`config.mk`:
```
export PLATFORM = sky130hd
export DESIGN_NAME = scss_top
export DESIGN_NICKNAME = d
export VERILOG_FILES = /design/src/core/scss_pkg.sv /design/src/core/scss_top.sv
export SDC_FILE = /design/constraint.sdc
export NUM_CORES = 1
export LEC_CHECK = 0
export BUFFER_PORTS_ARGS = -buffer_cell sky130_fd_sc_hd__buf_4
export CAP_MARGIN = 0
export CORE_UTILIZATION = 25
export DETAILED_ROUTE_END_ITERATION = 16
export SYNTH_ARGS = -nofsm -noshare
export SYNTH_HDL_FRONTEND = slang
export SYNTH_SLANG_ARGS = --single-unit
```
`constraint.sdc`:
```
create_clock -name I_CLK -period 4.9 [get_ports I_CLK]
set_clock_uncertainty 0.2 [all_clocks]
set_input_delay 0.245 -clock I_CLK [delete_from_list [all_inputs] [get_ports I_CLK]]
set_output_delay 0.245 -clock I_CLK [all_outputs]
set_load 0.02 [all_outputs]
```
`src/core/scss_pkg.sv`:
```
// package: constants for the system clock switch and start-up block
package scss_pkg;
  // ===========================================
  // register map
  localparam logic [3:0] OSC_CTRL_ADDR = 4'h0;
  localparam logic [3:0] STATUS_ADDR = 4'h1;
  localparam int SEL_BIT = 0;
  localparam logic [7:0] OSC_CTRL_RESET = 8'h00;
  // ===========================================
  // primary oscillator modes
  localparam logic [2:0] MODE_LP = 3'h0;
  localparam logic [2:0] MODE_XT = 3'h1;
  localparam logic [2:0] MODE_HS = 3'h2;
  localparam logic [2:0] MODE_PLL4 = 3'h3;
  localparam logic [2:0] MODE_RC = 3'h4;
  localparam logic [2:0] MODE_RESISTOR_CAPACITOR_WITH_IO = 3'h5;
  localparam logic [2:0] MODE_EC = 3'h6;
  localparam logic [2:0] MODE_EXTERNAL_CLOCK_WITH_IO = 3'h7;
  // ===========================================
  // timing
  localparam int CLK_MHZ = 250;
  localparam int SYNC_EDGES = 8;
  localparam int OST_CYCLES = 1024;
  localparam int POWER_UP_DELAY_TIMER_MS = 72;
  localparam int PLL_LOCK_MS = 2;
  localparam int POWER_UP_DELAY_TIMER_CLKS = POWER_UP_DELAY_TIMER_MS * CLK_MHZ * 1000;
  localparam int PLL_LOCK_CLKS = PLL_LOCK_MS * CLK_MHZ * 1000;
  localparam int MASTER_CLEAR_PIN_FILT_CLKS = 4;
endpackage

```
`src/core/scss_top.sv`:
```
// module: system clock switch, sleep and start-up reset control
`timescale 1ns/1ps
`default_nettype none
// Function
// switching allowed only when the switch enable fuse is 0
// select 0 runs system clock from primary oscillator of fused mode
// select 1 runs system clock from secondary oscillator
// every reset clears the select bit
// secondary disabled or fuse erased: writes ignored, select forced 0
// select at bit 0, bits 7 to 1 read as zero
// count eight rising edges of the new source before adopting it
// after select changes, freeze core at next first quarter phase
// to secondary: resume right after eight edges, no more delay
// back to crystal modes: also wait oscillator start-up time
// back to pll mode: start-up time plus 2 ms lock delay
// back to rc or external clock: only eight edges, no delay
// sleep stops clocks and holds core at first quarter phase
// leave sleep on external reset, watchdog reset or interrupt
// in sleep second pin low in rc/ec, port bit 6 in io modes
// power-up timer optional, only after power-on or brown-out
// power-on: power-up timer then start-up timer, reset held throughout
// pll mode adds 2 ms lock delay after start-up timer
// undefined registers keep contents through non power-on resets; code also initialises them on brown-out
// watchdog wake-up resumes operation, registers unchanged; code treats the watchdog as a reset that clears select
// master clear input filtered, short pulses ignored
// watchdog reset is internal, never drives master clear pin
// power-on reset pulse generated on supply rise
// start-up timer counts 1024 primary cycles after power-up timer
// start-up timer only in crystal/pll modes, power-on or wake; code also runs it after brown-out and on return to crystal
// power-up timer delay is 72 ms
// select synchronised into both sources, mux changes at count end; code counts edges of the incoming source only
module scss_top #(
  parameter int POWER_UP_DELAY_TIMER_CLKS = scss_pkg::POWER_UP_DELAY_TIMER_CLKS,
  parameter int PLL_LOCK_CLKS = scss_pkg::PLL_LOCK_CLKS
) (
  input wire logic I_CLK,
  input wire logic I_RST_N,
  input wire logic [3:0] I_ADDR,
  input wire logic [7:0] I_WDATA,
  input wire logic I_WR,
  input wire logic I_RD,
  output logic [7:0] O_RDATA,
  input wire logic I_SWITCH_FUSE,
  input wire logic [2:0] I_OSC_MODE,
  input wire logic I_POWER_UP_DELAY_TIMER_EN_N,
  input wire logic I_SEC_OSC_EN,
  input wire logic I_PRI_OSC,
  input wire logic I_SEC_OSC,
  input wire logic I_POR,
  input wire logic I_BOR,
  input wire logic I_MASTER_CLEAR_PIN_N,
  input wire logic I_WDT_RESET,
  input wire logic I_SLEEP,
  input wire logic I_WAKE_IRQ,
  input wire logic I_Q1,
  input wire logic I_PORT_A6,
  output logic O_SYSCLK_SEL,
  output logic O_CORE_FREEZE,
  output logic O_CORE_RESET,
  output logic O_REG_INIT,
  output logic O_OSC_STOP,
  output logic O_OSC2_OUT,
  output logic O_OSC2_OE_N,
  output logic O_MASTER_CLEAR_PIN_OE_N
);
  typedef enum {ST_RUN, ST_WAITQ1, ST_EDGES, ST_OST, ST_PLL, ST_SLEEP} scss_sw_t;
  typedef enum {RS_IDLE, RS_POWER_UP_DELAY_TIMER, RS_OST, RS_PLL} scss_rs_t;
  // ===========================================
  // input synchronisers
  logic [1:0] pri_s_reg, sec_s_reg, por_s_reg, bor_s_reg, master_clear_pin_s_reg, wdt_s_reg, irq_s_reg;
  logic pri_d_reg, sec_d_reg, por_d_reg;
  always_ff @(posedge I_CLK)
  begin
    pri_s_reg <= {pri_s_reg[0], I_PRI_OSC};
    sec_s_reg <= {sec_s_reg[0], I_SEC_OSC};
    por_s_reg <= {por_s_reg[0], I_POR};
    bor_s_reg <= {bor_s_reg[0], I_BOR};
    master_clear_pin_s_reg <= {master_clear_pin_s_reg[0], I_MASTER_CLEAR_PIN_N};
    wdt_s_reg <= {wdt_s_reg[0], I_WDT_RESET};
    irq_s_reg <= {irq_s_reg[0], I_WAKE_IRQ};
    pri_d_reg <= pri_s_reg[1];
    sec_d_reg <= sec_s_reg[1];
    por_d_reg <= por_s_reg[1];
  end
  logic pri_rise, sec_rise, por_pulse, bor_lvl, wdt_lvl, irq_lvl;
  assign pri_rise = pri_s_reg[1] & ~pri_d_reg;
  assign sec_rise = sec_s_reg[1] & ~sec_d_reg;
  // supply rise pulse
  assign por_pulse = por_s_reg[1] & ~por_d_reg;
  assign bor_lvl = bor_s_reg[1];
  assign wdt_lvl = wdt_s_reg[1];
  assign irq_lvl = irq_s_reg[1];
  // ===========================================
  // master clear filter
  logic master_clear_pin_f_reg;
  logic [2:0] master_clear_pin_cnt_reg;
  // short pulses never reach the filtered level
  always_ff @(posedge I_CLK)
  begin
    if (!I_RST_N || master_clear_pin_s_reg[1] == master_clear_pin_f_reg)
      master_clear_pin_cnt_reg <= 3'h0;
    else
      master_clear_pin_cnt_reg <= master_clear_pin_cnt_reg + 3'h1;
  end
  always_ff @(posedge I_CLK)
  begin
    if (!I_RST_N)
      master_clear_pin_f_reg <= 1'b1;
    else if (master_clear_pin_cnt_reg == 3'(scss_pkg::MASTER_CLEAR_PIN_FILT_CLKS - 1))
      master_clear_pin_f_reg <= master_clear_pin_s_reg[1];
  end
  logic ext_rst, any_rst;
  assign ext_rst = ~master_clear_pin_f_reg;
  assign any_rst = ext_rst | wdt_lvl | por_pulse | bor_lvl;
  // pin never driven by the watchdog
  assign O_MASTER_CLEAR_PIN_OE_N = 1'b1;
  // ===========================================
  // mode decode
  logic crystal_mode, pll_mode, io_mode, sw_allow;
  assign pll_mode = I_OSC_MODE == scss_pkg::MODE_PLL4;
  // start-up timer only for crystal and pll modes
  assign crystal_mode = I_OSC_MODE == scss_pkg::MODE_LP || I_OSC_MODE == scss_pkg::MODE_XT
    || I_OSC_MODE == scss_pkg::MODE_HS || pll_mode;
  assign io_mode = I_OSC_MODE == scss_pkg::MODE_RESISTOR_CAPACITOR_WITH_IO || I_OSC_MODE == scss_pkg::MODE_EXTERNAL_CLOCK_WITH_IO;
  // fuse gating
  assign sw_allow = ~I_SWITCH_FUSE & I_SEC_OSC_EN;
  // ===========================================
  // start-up reset sequencer
  scss_rs_t rs_reg;
  logic [31:0] rs_cnt_reg;
  logic rs_start;
  assign rs_start = por_pulse | bor_lvl;
  // power-up timer, then start-up timer, reset held throughout
  always_ff @(posedge I_CLK)
  begin
    if (!I_RST_N)
    begin
      rs_reg <= RS_IDLE;
      rs_cnt_reg <= 32'h0;
    end
    else if (rs_start)
    begin
      // power-up timer only on power-on or brown-out, if enabled
      rs_reg <= I_POWER_UP_DELAY_TIMER_EN_N ? RS_OST : RS_POWER_UP_DELAY_TIMER;
      rs_cnt_reg <= 32'h0;
    end
    else
    begin
      unique case (rs_reg)
        RS_IDLE: rs_cnt_reg <= 32'h0;
        RS_POWER_UP_DELAY_TIMER:
          // R26 72 ms power-up delay
          if (rs_cnt_reg == 32'(POWER_UP_DELAY_TIMER_CLKS - 1))
          begin
            rs_reg <= RS_OST;
            rs_cnt_reg <= 32'h0;
          end
          else
            rs_cnt_reg <= rs_cnt_reg + 32'h1;
        RS_OST:
          // R24 1024 primary edges
          if (!crystal_mode || rs_cnt_reg == 32'(scss_pkg::OST_CYCLES - 1) && pri_rise)
          begin
            // pll lock delay follows start-up timer
            rs_reg <= crystal_mode && pll_mode ? RS_PLL : RS_IDLE;
            rs_cnt_reg <= 32'h0;
          end
          else if (pri_rise)
            rs_cnt_reg <= rs_cnt_reg + 32'h1;
        RS_PLL:
          if (rs_cnt_reg == 32'(PLL_LOCK_CLKS - 1))
          begin
            rs_reg <= RS_IDLE;
            rs_cnt_reg <= 32'h0;
          end
          else
            rs_cnt_reg <= rs_cnt_reg + 32'h1;
      endcase
    end
  end
  assign O_CORE_RESET = rs_reg != RS_IDLE || rs_start || ext_rst || wdt_lvl;
  // only power-on and brown-out initialise undefined registers
  assign O_REG_INIT = rs_start;
  // ===========================================
  // control register
  logic sel_req_reg;
  // cleared by every reset and forced low when not allowed
  always_ff @(posedge I_CLK)
  begin
    if (!I_RST_N || any_rst || !sw_allow)
      sel_req_reg <= scss_pkg::OSC_CTRL_RESET[scss_pkg::SEL_BIT];
    else if (I_WR && I_ADDR == scss_pkg::OSC_CTRL_ADDR)
      sel_req_reg <= I_WDATA[scss_pkg::SEL_BIT];
  end
  // ===========================================
  // switch sequencer
  scss_sw_t sw_reg;
  logic [31:0] sw_cnt_reg;
  logic sel_reg, tgt_reg, wake_ost_reg;
  logic tgt_rise;
  assign tgt_rise = tgt_reg ? sec_rise : pri_rise;
  always_ff @(posedge I_CLK)
  begin
    if (!I_RST_N || any_rst)
    begin
      sw_reg <= ST_RUN;
      sw_cnt_reg <= 32'h0;
      // reset returns to primary
      sel_reg <= 1'b0;
      tgt_reg <= 1'b0;
      wake_ost_reg <= 1'b0;
    end
    else
    begin
      unique case (sw_reg)
        ST_RUN:
          // sleep stops clocks at first quarter
          if (I_SLEEP && I_Q1)
            sw_reg <= ST_SLEEP;
          else if (sel_req_reg != sel_reg)
          begin
            tgt_reg <= sel_req_reg;
            sw_reg <= ST_WAITQ1;
          end
        // freeze at next first quarter
        ST_WAITQ1:
          if (I_Q1)
          begin
            sw_reg <= ST_EDGES;
            sw_cnt_reg <= 32'h0;
          end
        // eight edges of the incoming source
        ST_EDGES:
          if (tgt_rise && sw_cnt_reg == 32'(scss_pkg::SYNC_EDGES - 1))
          begin
            sw_cnt_reg <= 32'h0;
            // no further delay for secondary, rc or ec
            if (tgt_reg || !crystal_mode)
            begin
              sel_reg <= tgt_reg;
              sw_reg <= ST_RUN;
            end
            else
              sw_reg <= ST_OST;
          end
          else if (tgt_rise)
            sw_cnt_reg <= sw_cnt_reg + 32'h1;
        // start-up time on return to crystal
        ST_OST:
          if (pri_rise && sw_cnt_reg == 32'(scss_pkg::OST_CYCLES - 1))
          begin
            sw_cnt_reg <= 32'h0;
            if (pll_mode)
              sw_reg <= ST_PLL;
            else
            begin
              sel_reg <= tgt_reg;
              sw_reg <= ST_RUN;
            end
          end
          else if (pri_rise)
            sw_cnt_reg <= sw_cnt_reg + 32'h1;
        // pll lock time after start-up
        ST_PLL:
          if (sw_cnt_reg == 32'(PLL_LOCK_CLKS - 1))
          begin
            sw_cnt_reg <= 32'h0;
            sel_reg <= tgt_reg;
            wake_ost_reg <= 1'b0;
            sw_reg <= ST_RUN;
          end
          else
            sw_cnt_reg <= sw_cnt_reg + 32'h1;
        // interrupt wake keeps registers, runs start-up if crystal mode with primary selected
        ST_SLEEP:
          if (irq_lvl)
          begin
            sw_cnt_reg <= 32'h0;
            wake_ost_reg <= 1'b1;
            if (crystal_mode && !sel_reg)
            begin
              tgt_reg <= 1'b0;
              sw_reg <= ST_OST;
            end
            else
              sw_reg <= ST_RUN;
          end
      endcase
    end
  end
  // selected source drives the system clock
  assign O_SYSCLK_SEL = sel_reg;
  assign O_CORE_FREEZE = sw_reg != ST_RUN && sw_reg != ST_WAITQ1;
  assign O_OSC_STOP = sw_reg == ST_SLEEP;
  // second pin low in rc/ec sleep, port bit in io modes
  assign O_OSC2_OUT = io_mode ? I_PORT_A6 : 1'b0;
  assign O_OSC2_OE_N = !(io_mode || (sw_reg == ST_SLEEP && !crystal_mode));
  // ===========================================
  // read port
  // upper bits read zero
  always_ff @(posedge I_CLK)
  begin
    if (!I_RST_N)
      O_RDATA <= 8'h00;
    else if (I_RD && I_ADDR == scss_pkg::OSC_CTRL_ADDR)
      O_RDATA <= {7'h00, sel_req_reg};
    else if (I_RD && I_ADDR == scss_pkg::STATUS_ADDR)
      O_RDATA <= {4'h0, O_CORE_RESET, O_OSC_STOP, O_CORE_FREEZE, sel_reg};
    else
      O_RDATA <= 8'h00;
  end
  // ===========================================
  // checks
  a_fuse_blocks_sel: assert property (@(posedge I_CLK) disable iff (!I_RST_N)
    I_SWITCH_FUSE |=> !sel_req_reg) else $error("select set with fuse erased");
  a_reset_clears_sel: assert property (@(posedge I_CLK) disable iff (!I_RST_N)
    any_rst |=> !sel_reg && !sel_req_reg) else $error("reset did not clear select");
  a_rdata_upper_zero: assert property (@(posedge I_CLK) disable iff (!I_RST_N)
    $past(I_RD) |-> O_RDATA[7:4] == 4'h0) else $error("reserved bits nonzero");
  a_sel_changes_run: assert property (@(posedge I_CLK) disable iff (!I_RST_N || any_rst)
    $changed(sel_reg) |-> sw_reg == ST_RUN && $past(sw_reg) != ST_RUN) else $error("sel changed outside seq");
  a_freeze_on_q1: assert property (@(posedge I_CLK) disable iff (!I_RST_N || any_rst)
    sw_reg == ST_WAITQ1 && I_Q1 |=> sw_reg == ST_EDGES) else $error("no freeze at q1");
  a_sec_no_delay: assert property (@(posedge I_CLK) disable iff (!I_RST_N || any_rst)
    sw_reg == ST_EDGES && tgt_reg && sec_rise && sw_cnt_reg == 32'h7 |=> sel_reg) else $error("late to sec");
  a_sleep_osc_stop: assert property (@(posedge I_CLK) disable iff (!I_RST_N || any_rst)
    sw_reg == ST_RUN && I_SLEEP && I_Q1 |=> O_OSC_STOP) else $error("sleep not entered");
  a_wdt_master_clear_pin_pin: assert property (@(posedge I_CLK) disable iff (!I_RST_N)
    wdt_lvl |-> O_MASTER_CLEAR_PIN_OE_N) else $error("watchdog drove pin");
  a_reset_held: assert property (@(posedge I_CLK) disable iff (!I_RST_N)
    rs_reg != RS_IDLE |-> O_CORE_RESET) else $error("reset released early");
  // ===========================================
  // return path, sleep, pin, start-up reset and select checks
  // rc or ec resumes
  a_rc_no_ost: assert property (@(posedge I_CLK) disable iff (!I_RST_N || any_rst)
    sw_reg == ST_EDGES && !tgt_reg && !crystal_mode && pri_rise && sw_cnt_reg == 32'h7 |=> sw_reg == ST_RUN && !sel_reg)
    else $error("rc return delayed");
  // crystal start-up wait
  a_crystal_ost: assert property (@(posedge I_CLK) disable iff (!I_RST_N || any_rst)
    sw_reg == ST_EDGES && !tgt_reg && crystal_mode && pri_rise && sw_cnt_reg == 32'h7 |=> sw_reg == ST_OST)
    else $error("crystal return skipped start-up");
  // pll lock follows
  a_pll_after_ost: assert property (@(posedge I_CLK) disable iff (!I_RST_N || any_rst)
    sw_reg == ST_OST && pll_mode && pri_rise && sw_cnt_reg == 32'(scss_pkg::OST_CYCLES - 1) |=> sw_reg == ST_PLL)
    else $error("pll lock wait skipped");
  // sleep holds without wake
  a_sleep_holds: assert property (@(posedge I_CLK) disable iff (!I_RST_N || any_rst)
    sw_reg == ST_SLEEP && !irq_lvl |=> O_OSC_STOP)
    else $error("left sleep without wake");
  // rc sleep pin low
  a_osc2_rc_low: assert property (@(posedge I_CLK) disable iff (!I_RST_N)
    sw_reg == ST_SLEEP && !crystal_mode && !io_mode |-> !O_OSC2_OE_N && !O_OSC2_OUT)
    else $error("second pin not low in sleep");
  // io mode port bit
  a_osc2_io_port: assert property (@(posedge I_CLK) disable iff (!I_RST_N)
    io_mode |-> !O_OSC2_OE_N && O_OSC2_OUT == I_PORT_A6)
    else $error("second pin not port bit");
  // short pulse ignored
  a_master_clear_pin_filter: assert property (@(posedge I_CLK) disable iff (!I_RST_N)
    master_clear_pin_f_reg && master_clear_pin_cnt_reg != 3'(scss_pkg::MASTER_CLEAR_PIN_FILT_CLKS - 1) |=> master_clear_pin_f_reg)
    else $error("short clear pulse passed");
  // power-up timer ends
  a_power_up_delay_timer_done: assert property (@(posedge I_CLK) disable iff (!I_RST_N)
    rs_reg == RS_POWER_UP_DELAY_TIMER && rs_cnt_reg == 32'(POWER_UP_DELAY_TIMER_CLKS - 1) && !rs_start |=> rs_reg == RS_OST)
    else $error("power-up timer overran");
  // no start-up in rc
  a_ost_skip_rc: assert property (@(posedge I_CLK) disable iff (!I_RST_N)
    rs_reg == RS_OST && !crystal_mode && !rs_start |=> rs_reg == RS_IDLE)
    else $error("start-up timer ran in rc mode");
  // init inside reset
  a_reg_init_reset: assert property (@(posedge I_CLK) disable iff (!I_RST_N)
    O_REG_INIT |-> O_CORE_RESET)
    else $error("register init outside reset");
  // select forced low
  a_sel_forced_low: assert property (@(posedge I_CLK) disable iff (!I_RST_N)
    !sw_allow |=> !sel_req_reg)
    else $error("select kept while not allowed");
  // wake into crystal restarts the start-up count, the costly path
  c_wake_ost: cover property (@(posedge I_CLK) disable iff (!I_RST_N) sw_reg == ST_SLEEP ##1 sw_reg == ST_OST);
  c_to_secondary: cover property (@(posedge I_CLK) disable iff (!I_RST_N) $rose(sel_reg));
  c_to_primary: cover property (@(posedge I_CLK) disable iff (!I_RST_N) $fell(sel_reg));
  c_sleep_wake: cover property (@(posedge I_CLK) disable iff (!I_RST_N) $fell(O_OSC_STOP));
  c_pll_lock: cover property (@(posedge I_CLK) disable iff (!I_RST_N) rs_reg == RS_PLL);
endmodule // scss_top
`default_nettype wire

```
=== Word level (Yosys, flattened, before mapping) ===
Cells that the tools add are included.
Widths: inputs -> output; s select.

* Register bits: 160
* Latch bits: 0
* Memory bits (writable): 0
* ROM bits: 0
* Input port bits: 32
* Word-level logic and storage cells: 175
* Memories kept: 0

* $add $sub $neg: 3
* Multipliers: 0
* Divide/modulo/power cells: 0
* Magnitude comparators: 0
* Equal/unequal tests: 42
* Shifts and indexed selects: 0
* Muxes and demuxes: 46
* Bitwise gates (word level): 15
* Reductions and logical operators: 47

{| class="wikitable"
|+ Operators by type and width
! operator !! count
|-
| $mux 32 || 22
|-
| $pmux 32 s6 || 1
|-
| $pmux 32 s5 || 1
|-
| $eq 32x2->1 const B || 4
|-
| $pmux 32 s4 || 1
|-
| $eq 32x3->1 const B || 3
|-
| $pmux 32 s3 || 1
|-
| $add 32x1->32 const B || 2
|-
| $eq 32x1->1 const B || 2
|-
| $eq 32x10->1 const B || 2
|-
| $eq 32x19->1 const B || 2
|-
| $logic_not 32->1 || 2
|-
| $reduce_bool 32->1 || 2
|-
| $eq 32x25->1 const B || 1
|-
| $eq 32x4->1 const B || 1
|-
| $ne 32x2->1 const B || 1
|-
| $ne 3x3->1 const B || 7
|-
| $ne 2x2->1 const B || 10
|-
| $logic_or 1x1->1 || 13
|-
| $mux 1 || 13
|-
| $reduce_and 6->1 || 2
|-
| $logic_and 1x1->1 || 11
|-
| $reduce_and 5->1 || 2
|-
| $eq 3x2->1 const B || 3
|-
| 23 further kinds || 44
|}

=== Longest topological paths before layout ===
* Depth in word-level cells: 9
* Depth in mapped cells: 8

=== Worst setup path before layout ===
OpenSTA, ideal clock, no wires.

* Path type: reg-to-reg
* Start: register rs_cnt_reg[25]
* End: register rs_cnt_reg[0]
* Arrival time: 1.948 ns
* Required time: 4.585 ns
* Path slack: 2.637 ns
* Stages on the path, launching flop included: 8
* Path buffers: 1
* Period minus slack after synthesis: 2.263 ns
* Cell sequence: dfxtp_1 -> or4_1 -> nor4_2 -> nand2_1 -> a221o_1 -> o21bai_4 -> buf_6 -> nor2_1

* Longest elaborated chain between the ends: 5
* Elaborated cells between the ends (all ways): 10

{| class="wikitable"
|+ Ends and longest elaborated chain
! what !! RTL line !! text
|-
| start, declared || scss_top.sv:130 || <nowiki>logic [31:0] rs_cnt_reg;</nowiki>
|-
| start signal, assigned || scss_top.sv:159 || <nowiki>rs_cnt_reg <= rs_cnt_reg + 32'h1;</nowiki>
|-
| start signal, assigned || scss_top.sv:169 || <nowiki>rs_cnt_reg <= rs_cnt_reg + 32'h1;</nowiki>
|-
| start signal, assigned || scss_top.sv:177 || <nowiki>rs_cnt_reg <= rs_cnt_reg + 32'h1;</nowiki>
|-
| $eq 32x10->1 || scss_top.sv:162 || <nowiki>if (!crystal_mode || rs_cnt_reg == 32'(scss_pkg::OST_CYCLES - 1) && pri_rise)</nowiki>
|-
| $logic_and 1x1->1 || scss_top.sv:162 ||
|-
| $logic_or 1x1->1 || scss_top.sv:162 ||
|-
| $mux 32 || scss_top.sv:162 ||
|-
| $pmux 32 s4 || scss_top.sv:149 || <nowiki>unique case (rs_reg)</nowiki>
|}

Parallel ways exist; a longest one is shown, timed or not.
A chain may end at the register's enable or synchronous reset.

=== Worst setup path after layout ===
* Start: register rs_cnt_reg[25]
* End: register rs_cnt_reg[17]

Same word-level chain as after synthesis.

==> results_tabular.tex <==
\begin{tabular}{lr}
\hline
Metric & Value \\
\hline
\multicolumn{2}{l}{\textbf{Status}} \\
\quad Outcome & finished clean \\
\multicolumn{2}{l}{\textbf{Timing}} \\
\quad Worst Max-Slew Pin Slew & 1004 ps \\
\quad Hold\_ws & 25.35 ps \\
\quad Slew Limit Fails & 0 \\
\quad Count of endpoints failing setup in the final report & 0 \\
\quad Total negative setup slack & 0 ps \\
\quad Post-route fraction of the period consumed by the critical path & 58.29\% \\
\quad Timing-limited maximum frequency & 350.1 MHz \\
\quad Time the final worst path needs with I/O delays and setup & 2856 ps \\
\quad Worst Slack Setup Final & 2044 ps \\
\quad Unrepaired setup endpoints after global routing & false \\
\quad Final hold vios & 0 \\
\quad Normalized max-slew margin & 31.34\% \\
\multicolumn{2}{l}{\textbf{Clocking}} \\
\quad Number of buffers inserted to repair setup after CTS & 0 \\
\quad Clock latency reported for the late side of the worst-skew pair & 350 ps \\
\quad Clock slew at the register clock pins of the worst setup and hold paths & 60 ps \\
\quad Clock root buffer & sky130\_fd\_sc\_hd\_\_clkbuf\_16 \\
\quad CTS H-Tree Depth & 3 \\
\quad Inserted Clock Buffers & 9 \\
\quad Number of clock sinks & 97 \\
\quad Worst-case clock buffer depth & 2 \\
\quad Clock tree from TritonCTS & yes \\
\multicolumn{2}{l}{\textbf{Placed design}} \\
\quad Place WS & 2035 ps \\
\quad Placed cell count & 812 \\
\quad Placed wire-length estimate after detailed placement & 7367 um \\
\quad Weighted congestion at the end of routability-driven global placement & 0.7627 \\
\quad Port Buffer Count & 35 \\
\multicolumn{2}{l}{\textbf{Synth}} \\
\quad Number of unique standard cell types used by synthesis & 59 \\
\quad Gate count after technology mapping & 569 \\
\quad Leading register cell type out of synthesis & sky130\_fd\_sc\_hd\_\_dfxtp\_1 \\
\quad Flip-flop and latch count after synthesis & 97 \\
\quad Post-synth EDFFs & 0 \\
\quad Sequential share of the synthesized area & 40.98\% \\
\quad Post-synth ARST share & 0\% \\
\quad Area of the mapped netlist & 4738 um2 \\
\quad Syn. warnings & 0 \\
\quad Synth Area per Inst & 8.327 um2 \\
\multicolumn{2}{l}{\textbf{Floorplan}} \\
\quad Die Width & 139.7 um \\
\quad Die area & 19510 um2 \\
\quad Height of the chip & 139.7 um \\
\quad Ports & 48 \\
\quad Placeable Area & 18270 um2 \\
\quad Initial cell density of the core & 25.93\% \\
\quad Site row count & 49 \\
\multicolumn{2}{l}{\textbf{Worst setup path}} \\
\quad Worst reg2reg endpoint & rs\_cnt\_reg[17]\$\_SDFFE\_PP0P\_ \\
\quad Startpoint type of the worst setup path & flip-flop \\
\quad Kind of cell with the highest combined delay on the critical path & simple AND/OR/NAND/NOR gates \\
\quad Req. time, crit path & 4900 ps \\
\quad Ordered cell list for the critical path & or4\_1, nor4\_2, nand2\_1, a221o\_1, o21bai\_4, nor2\_1 \\
\quad CP Max Fanout & 31 \\
\quad Classification of the worst setup path & flip-flop to flip-flop \\
\quad Start of the worst register-to-register path & rs\_cnt\_reg[25]\$\_SDFFE\_PP0P\_ \\
\quad Reg2Reg Depth & 6 \\
\quad Sum of buffers and inverters on the critical path & 0 \\
\quad CP max stage delay & 630 ps \\
\quad Master of the slowest instance on the critical path & sky130\_fd\_sc\_hd\_\_o21bai\_4 \\
\quad Arrival time of the worst setup path & 2860 ps \\
\quad Register-to-register setup slack & 2040 ps \\
\quad Critical Path Sink Type & flip-flop \\
\quad Beginning of the critical path & rs\_cnt\_reg[25]\$\_SDFFE\_PP0P\_ \\
\multicolumn{2}{l}{\textbf{Routing}} \\
\quad Drt initial violations & 199 \\
\quad Number of vias per cell & 4.842 \\
\quad Final antenna-violating net count & 0 \\
\quad Count of unresolved DRC violations after routing & 0 \\
\quad Vias & 4072 \\
\quad Drt wl/cell & 12.71 um \\
\quad Wire length reported by the detailed router & 10690 um \\
\quad Initial DRT Pass Iterations & 4 \\
\multicolumn{2}{l}{\textbf{Min path}} \\
\quad Type of the tightest min-delay check & primary input to flip-flop \\
\quad Worst min-delay path startpoint & I\_OSC\_MODE[0] \\
\quad Min-Delay Path Depth & 3 \\
\quad Terminating pin of the worst hold path & rs\_reg[0]\$\_SDFFE\_PN0P\_ \\
\multicolumn{2}{l}{\textbf{Global routing}} \\
\quad M3 GR Usage & 0.9979\% \\
\quad Met2 layer usage reported by global route & 17.64\% \\
\quad GRT busiest layer & met2 \\
\quad First-pass GRT wire length & 18260 um \\
\quad Gr ovfl total & 0 \\
\quad Met1 usage in global routing & 16.12\% \\
\quad Number of antenna violations at the first check in global routing & 0 \\
\quad Pin count of the biggest net entering global routing & 42 \\
\quad Number of global-route vias before repair & 3707 \\
\quad Combined global-route utilization of all metal layers & 11.41\% \\
\multicolumn{2}{l}{\textbf{Power}} \\
\quad Share of total power consumed by net switching & 20.84\% \\
\quad Total power of the final layout & 1.632 mW \\
\quad Leak pwr & 1.829 nW \\
\quad Worst VDD drop & 0.1807 mV \\
\quad Clock power share & 45.9\% \\
\quad Total power divided by cell area & 290.2 nW/um2 \\
\quad Reg power frac & 49.3\% \\
\quad Switching Power & 0.3401 mW \\
\quad Internal Dissipation & 1.292 mW \\
\quad Combinational fraction of design power & 4.8\% \\
\multicolumn{2}{l}{\textbf{Run}} \\
\quad Max-cap viol count & 0 \\
\multicolumn{2}{l}{\textbf{Final layout}} \\
\quad Post-route insts no fill & 841 \\
\quad Share of final-layout standard cells stronger than drive strength 1 & 10.13\% \\
\quad Layout overhead on the synthesized area & 18.70\% \\
\quad Layout Nets & 645 \\
\quad Diode insertion count for antenna repair & 0 \\
\hline
\end{tabular}
metal layers:
metal	vias to the layer above	wire (um)
met2	60	4644
met3	12	276
met5	-	0
met4	0	187
li1	2108	-
met1	1892	5577
cell type report:
cell class                 count  area, um2
tap                          229      286.5
timing repair buffer          53      432.9
multi-input combinational    432       2595
clock buffer                  12      246.5
inverter                      15      56.30
clock inverter                 3      65.06
sequential                    97       1942
fill                        1955      12650
Yosys cell counts, types with 2 or more instances:
cell	count	area share (%)
sky130_fd_sc_hd__dfxtp_1	97	41
sky130_fd_sc_hd__nor2_1	77	6.1
sky130_fd_sc_hd__nand2_1	58	4.6
sky130_fd_sc_hd__nand3_1	39	4.1
sky130_fd_sc_hd__xnor2_1	30	5.5
sky130_fd_sc_hd__nand4_1	22	2.9
sky130_fd_sc_hd__nor4_1	21	2.8
sky130_fd_sc_hd__a31oi_1	18	2.4
sky130_fd_sc_hd__nor3_1	16	1.7
sky130_fd_sc_hd__xor2_1	16	3.0
sky130_fd_sc_hd__and3_1	14	1.8
sky130_fd_sc_hd__inv_1	14	1.1
sky130_fd_sc_hd__a21oi_1	12	1.3
sky130_fd_sc_hd__clkbuf_1	12	0.95
sky130_fd_sc_hd__o21ai_0	9	0.95
sky130_fd_sc_hd__buf_2	8	0.85
sky130_fd_sc_hd__nand3b_1	7	1.1
sky130_fd_sc_hd__mux2i_1	6	1.3
sky130_fd_sc_hd__nor2b_1	6	0.79
sky130_fd_sc_hd__a211oi_1	5	0.79
sky130_fd_sc_hd__and4_1	5	0.92
sky130_fd_sc_hd__buf_4	5	0.79
sky130_fd_sc_hd__ha_1	5	1.3
sky130_fd_sc_hd__nand2b_1	5	0.66
sky130_fd_sc_hd__o211ai_1	5	0.79
sky130_fd_sc_hd__or3_1	5	0.66
sky130_fd_sc_hd__nand4b_1	4	0.74
sky130_fd_sc_hd__or4_1	4	0.63
sky130_fd_sc_hd__and2_1	3	0.40
sky130_fd_sc_hd__buf_6	3	0.71
sky130_fd_sc_hd__nor4b_1	3	0.55
sky130_fd_sc_hd__o31ai_1	3	0.48
sky130_fd_sc_hd__a2111oi_0	2	0.37
sky130_fd_sc_hd__a21o_1	2	0.32
sky130_fd_sc_hd__conb_1	2	0.16
sky130_fd_sc_hd__nor4b_2	2	0.63
sky130_fd_sc_hd__or4b_1	2	0.42
power by group through the flow:
stage	Clock [mW]	Combinational [mW]	Sequential [mW]
final	0.749	0.0778	0.805
after global placement	0	0.0706	0.823
after floorplan	0	0.0464	0.821
after global routing	0.799	0.0853	0.806
after CTS	0.769	0.0781	0.805
after detailed placement	0	0.0708	0.823
cells by family after synthesis:
kind of cell	Yosys count	share of synthesized area (%)
other	2	0.1585
DFF	97	40.98
muxes	6	1.268
and+or+nand+nor	303	33.77
AOI/OAI and AO/OA	67	9.507
adders and majority gates	5	1.320
xor gates and xnor gates	46	8.503
buffers and inverters	43	4.489
tightest hold or removal path: cells and delay by family:
family | cells | cell delay [ps]
buffers and inverters | 1 | 120
AND/OR/NAND/NOR | 1 | 80
AO/OA/AOI/OAI | 1 | 80
layout by cell type (no fill, tap or decap), types with 16 or more instances in the layout:
master                    Yosys  final
sky130_fd_sc_hd__a31oi_1     18     18
sky130_fd_sc_hd__nor2_1      77     77
sky130_fd_sc_hd__xor2_1      16     16
sky130_fd_sc_hd__xnor2_1     30     30
sky130_fd_sc_hd__nand4_1     22     22
sky130_fd_sc_hd__buf_4        5     39
sky130_fd_sc_hd__nand3_1     39     39
sky130_fd_sc_hd__dfxtp_1     97     97
sky130_fd_sc_hd__nand2_1     58     58
sky130_fd_sc_hd__nor4_1      21     21
sky130_fd_sc_hd__nor3_1      16     16
worst max path at each step:
stage	end	slack [ps]	cells past startpoint
6_report	rs_cnt_reg[17]$_SDFFE_PP0P_	2040	6
5_1_grt	sw_cnt_reg[22]$_SDFFE_PP0P_	1780	7
4_1_cts	rs_cnt_reg[14]$_SDFFE_PP0P_	2030	6
3_5_place_dp	rs_cnt_reg[27]$_SDFFE_PP0P_	2040	6
3_3_place_gp	rs_cnt_reg[3]$_SDFFE_PP0P_	2050	6
2_1_floorplan	rs_cnt_reg[0]$_SDFFE_PP0P_	2640	7
metrics by stage:
step                      area (um2)  util (%)
final                           5624     30.78
after global routing            5624     30.78
after CTS                       5624     30.78
after detailed placement        5172     28.31
after global placement          5172     28.31
after floorplan                 4750         -
timing repair:
action	CTS	global route
endpoints found under the hold margin	11	0
resized for setup	0	0
hold buffers	14	0
Power figures use the tool's default switching activity.
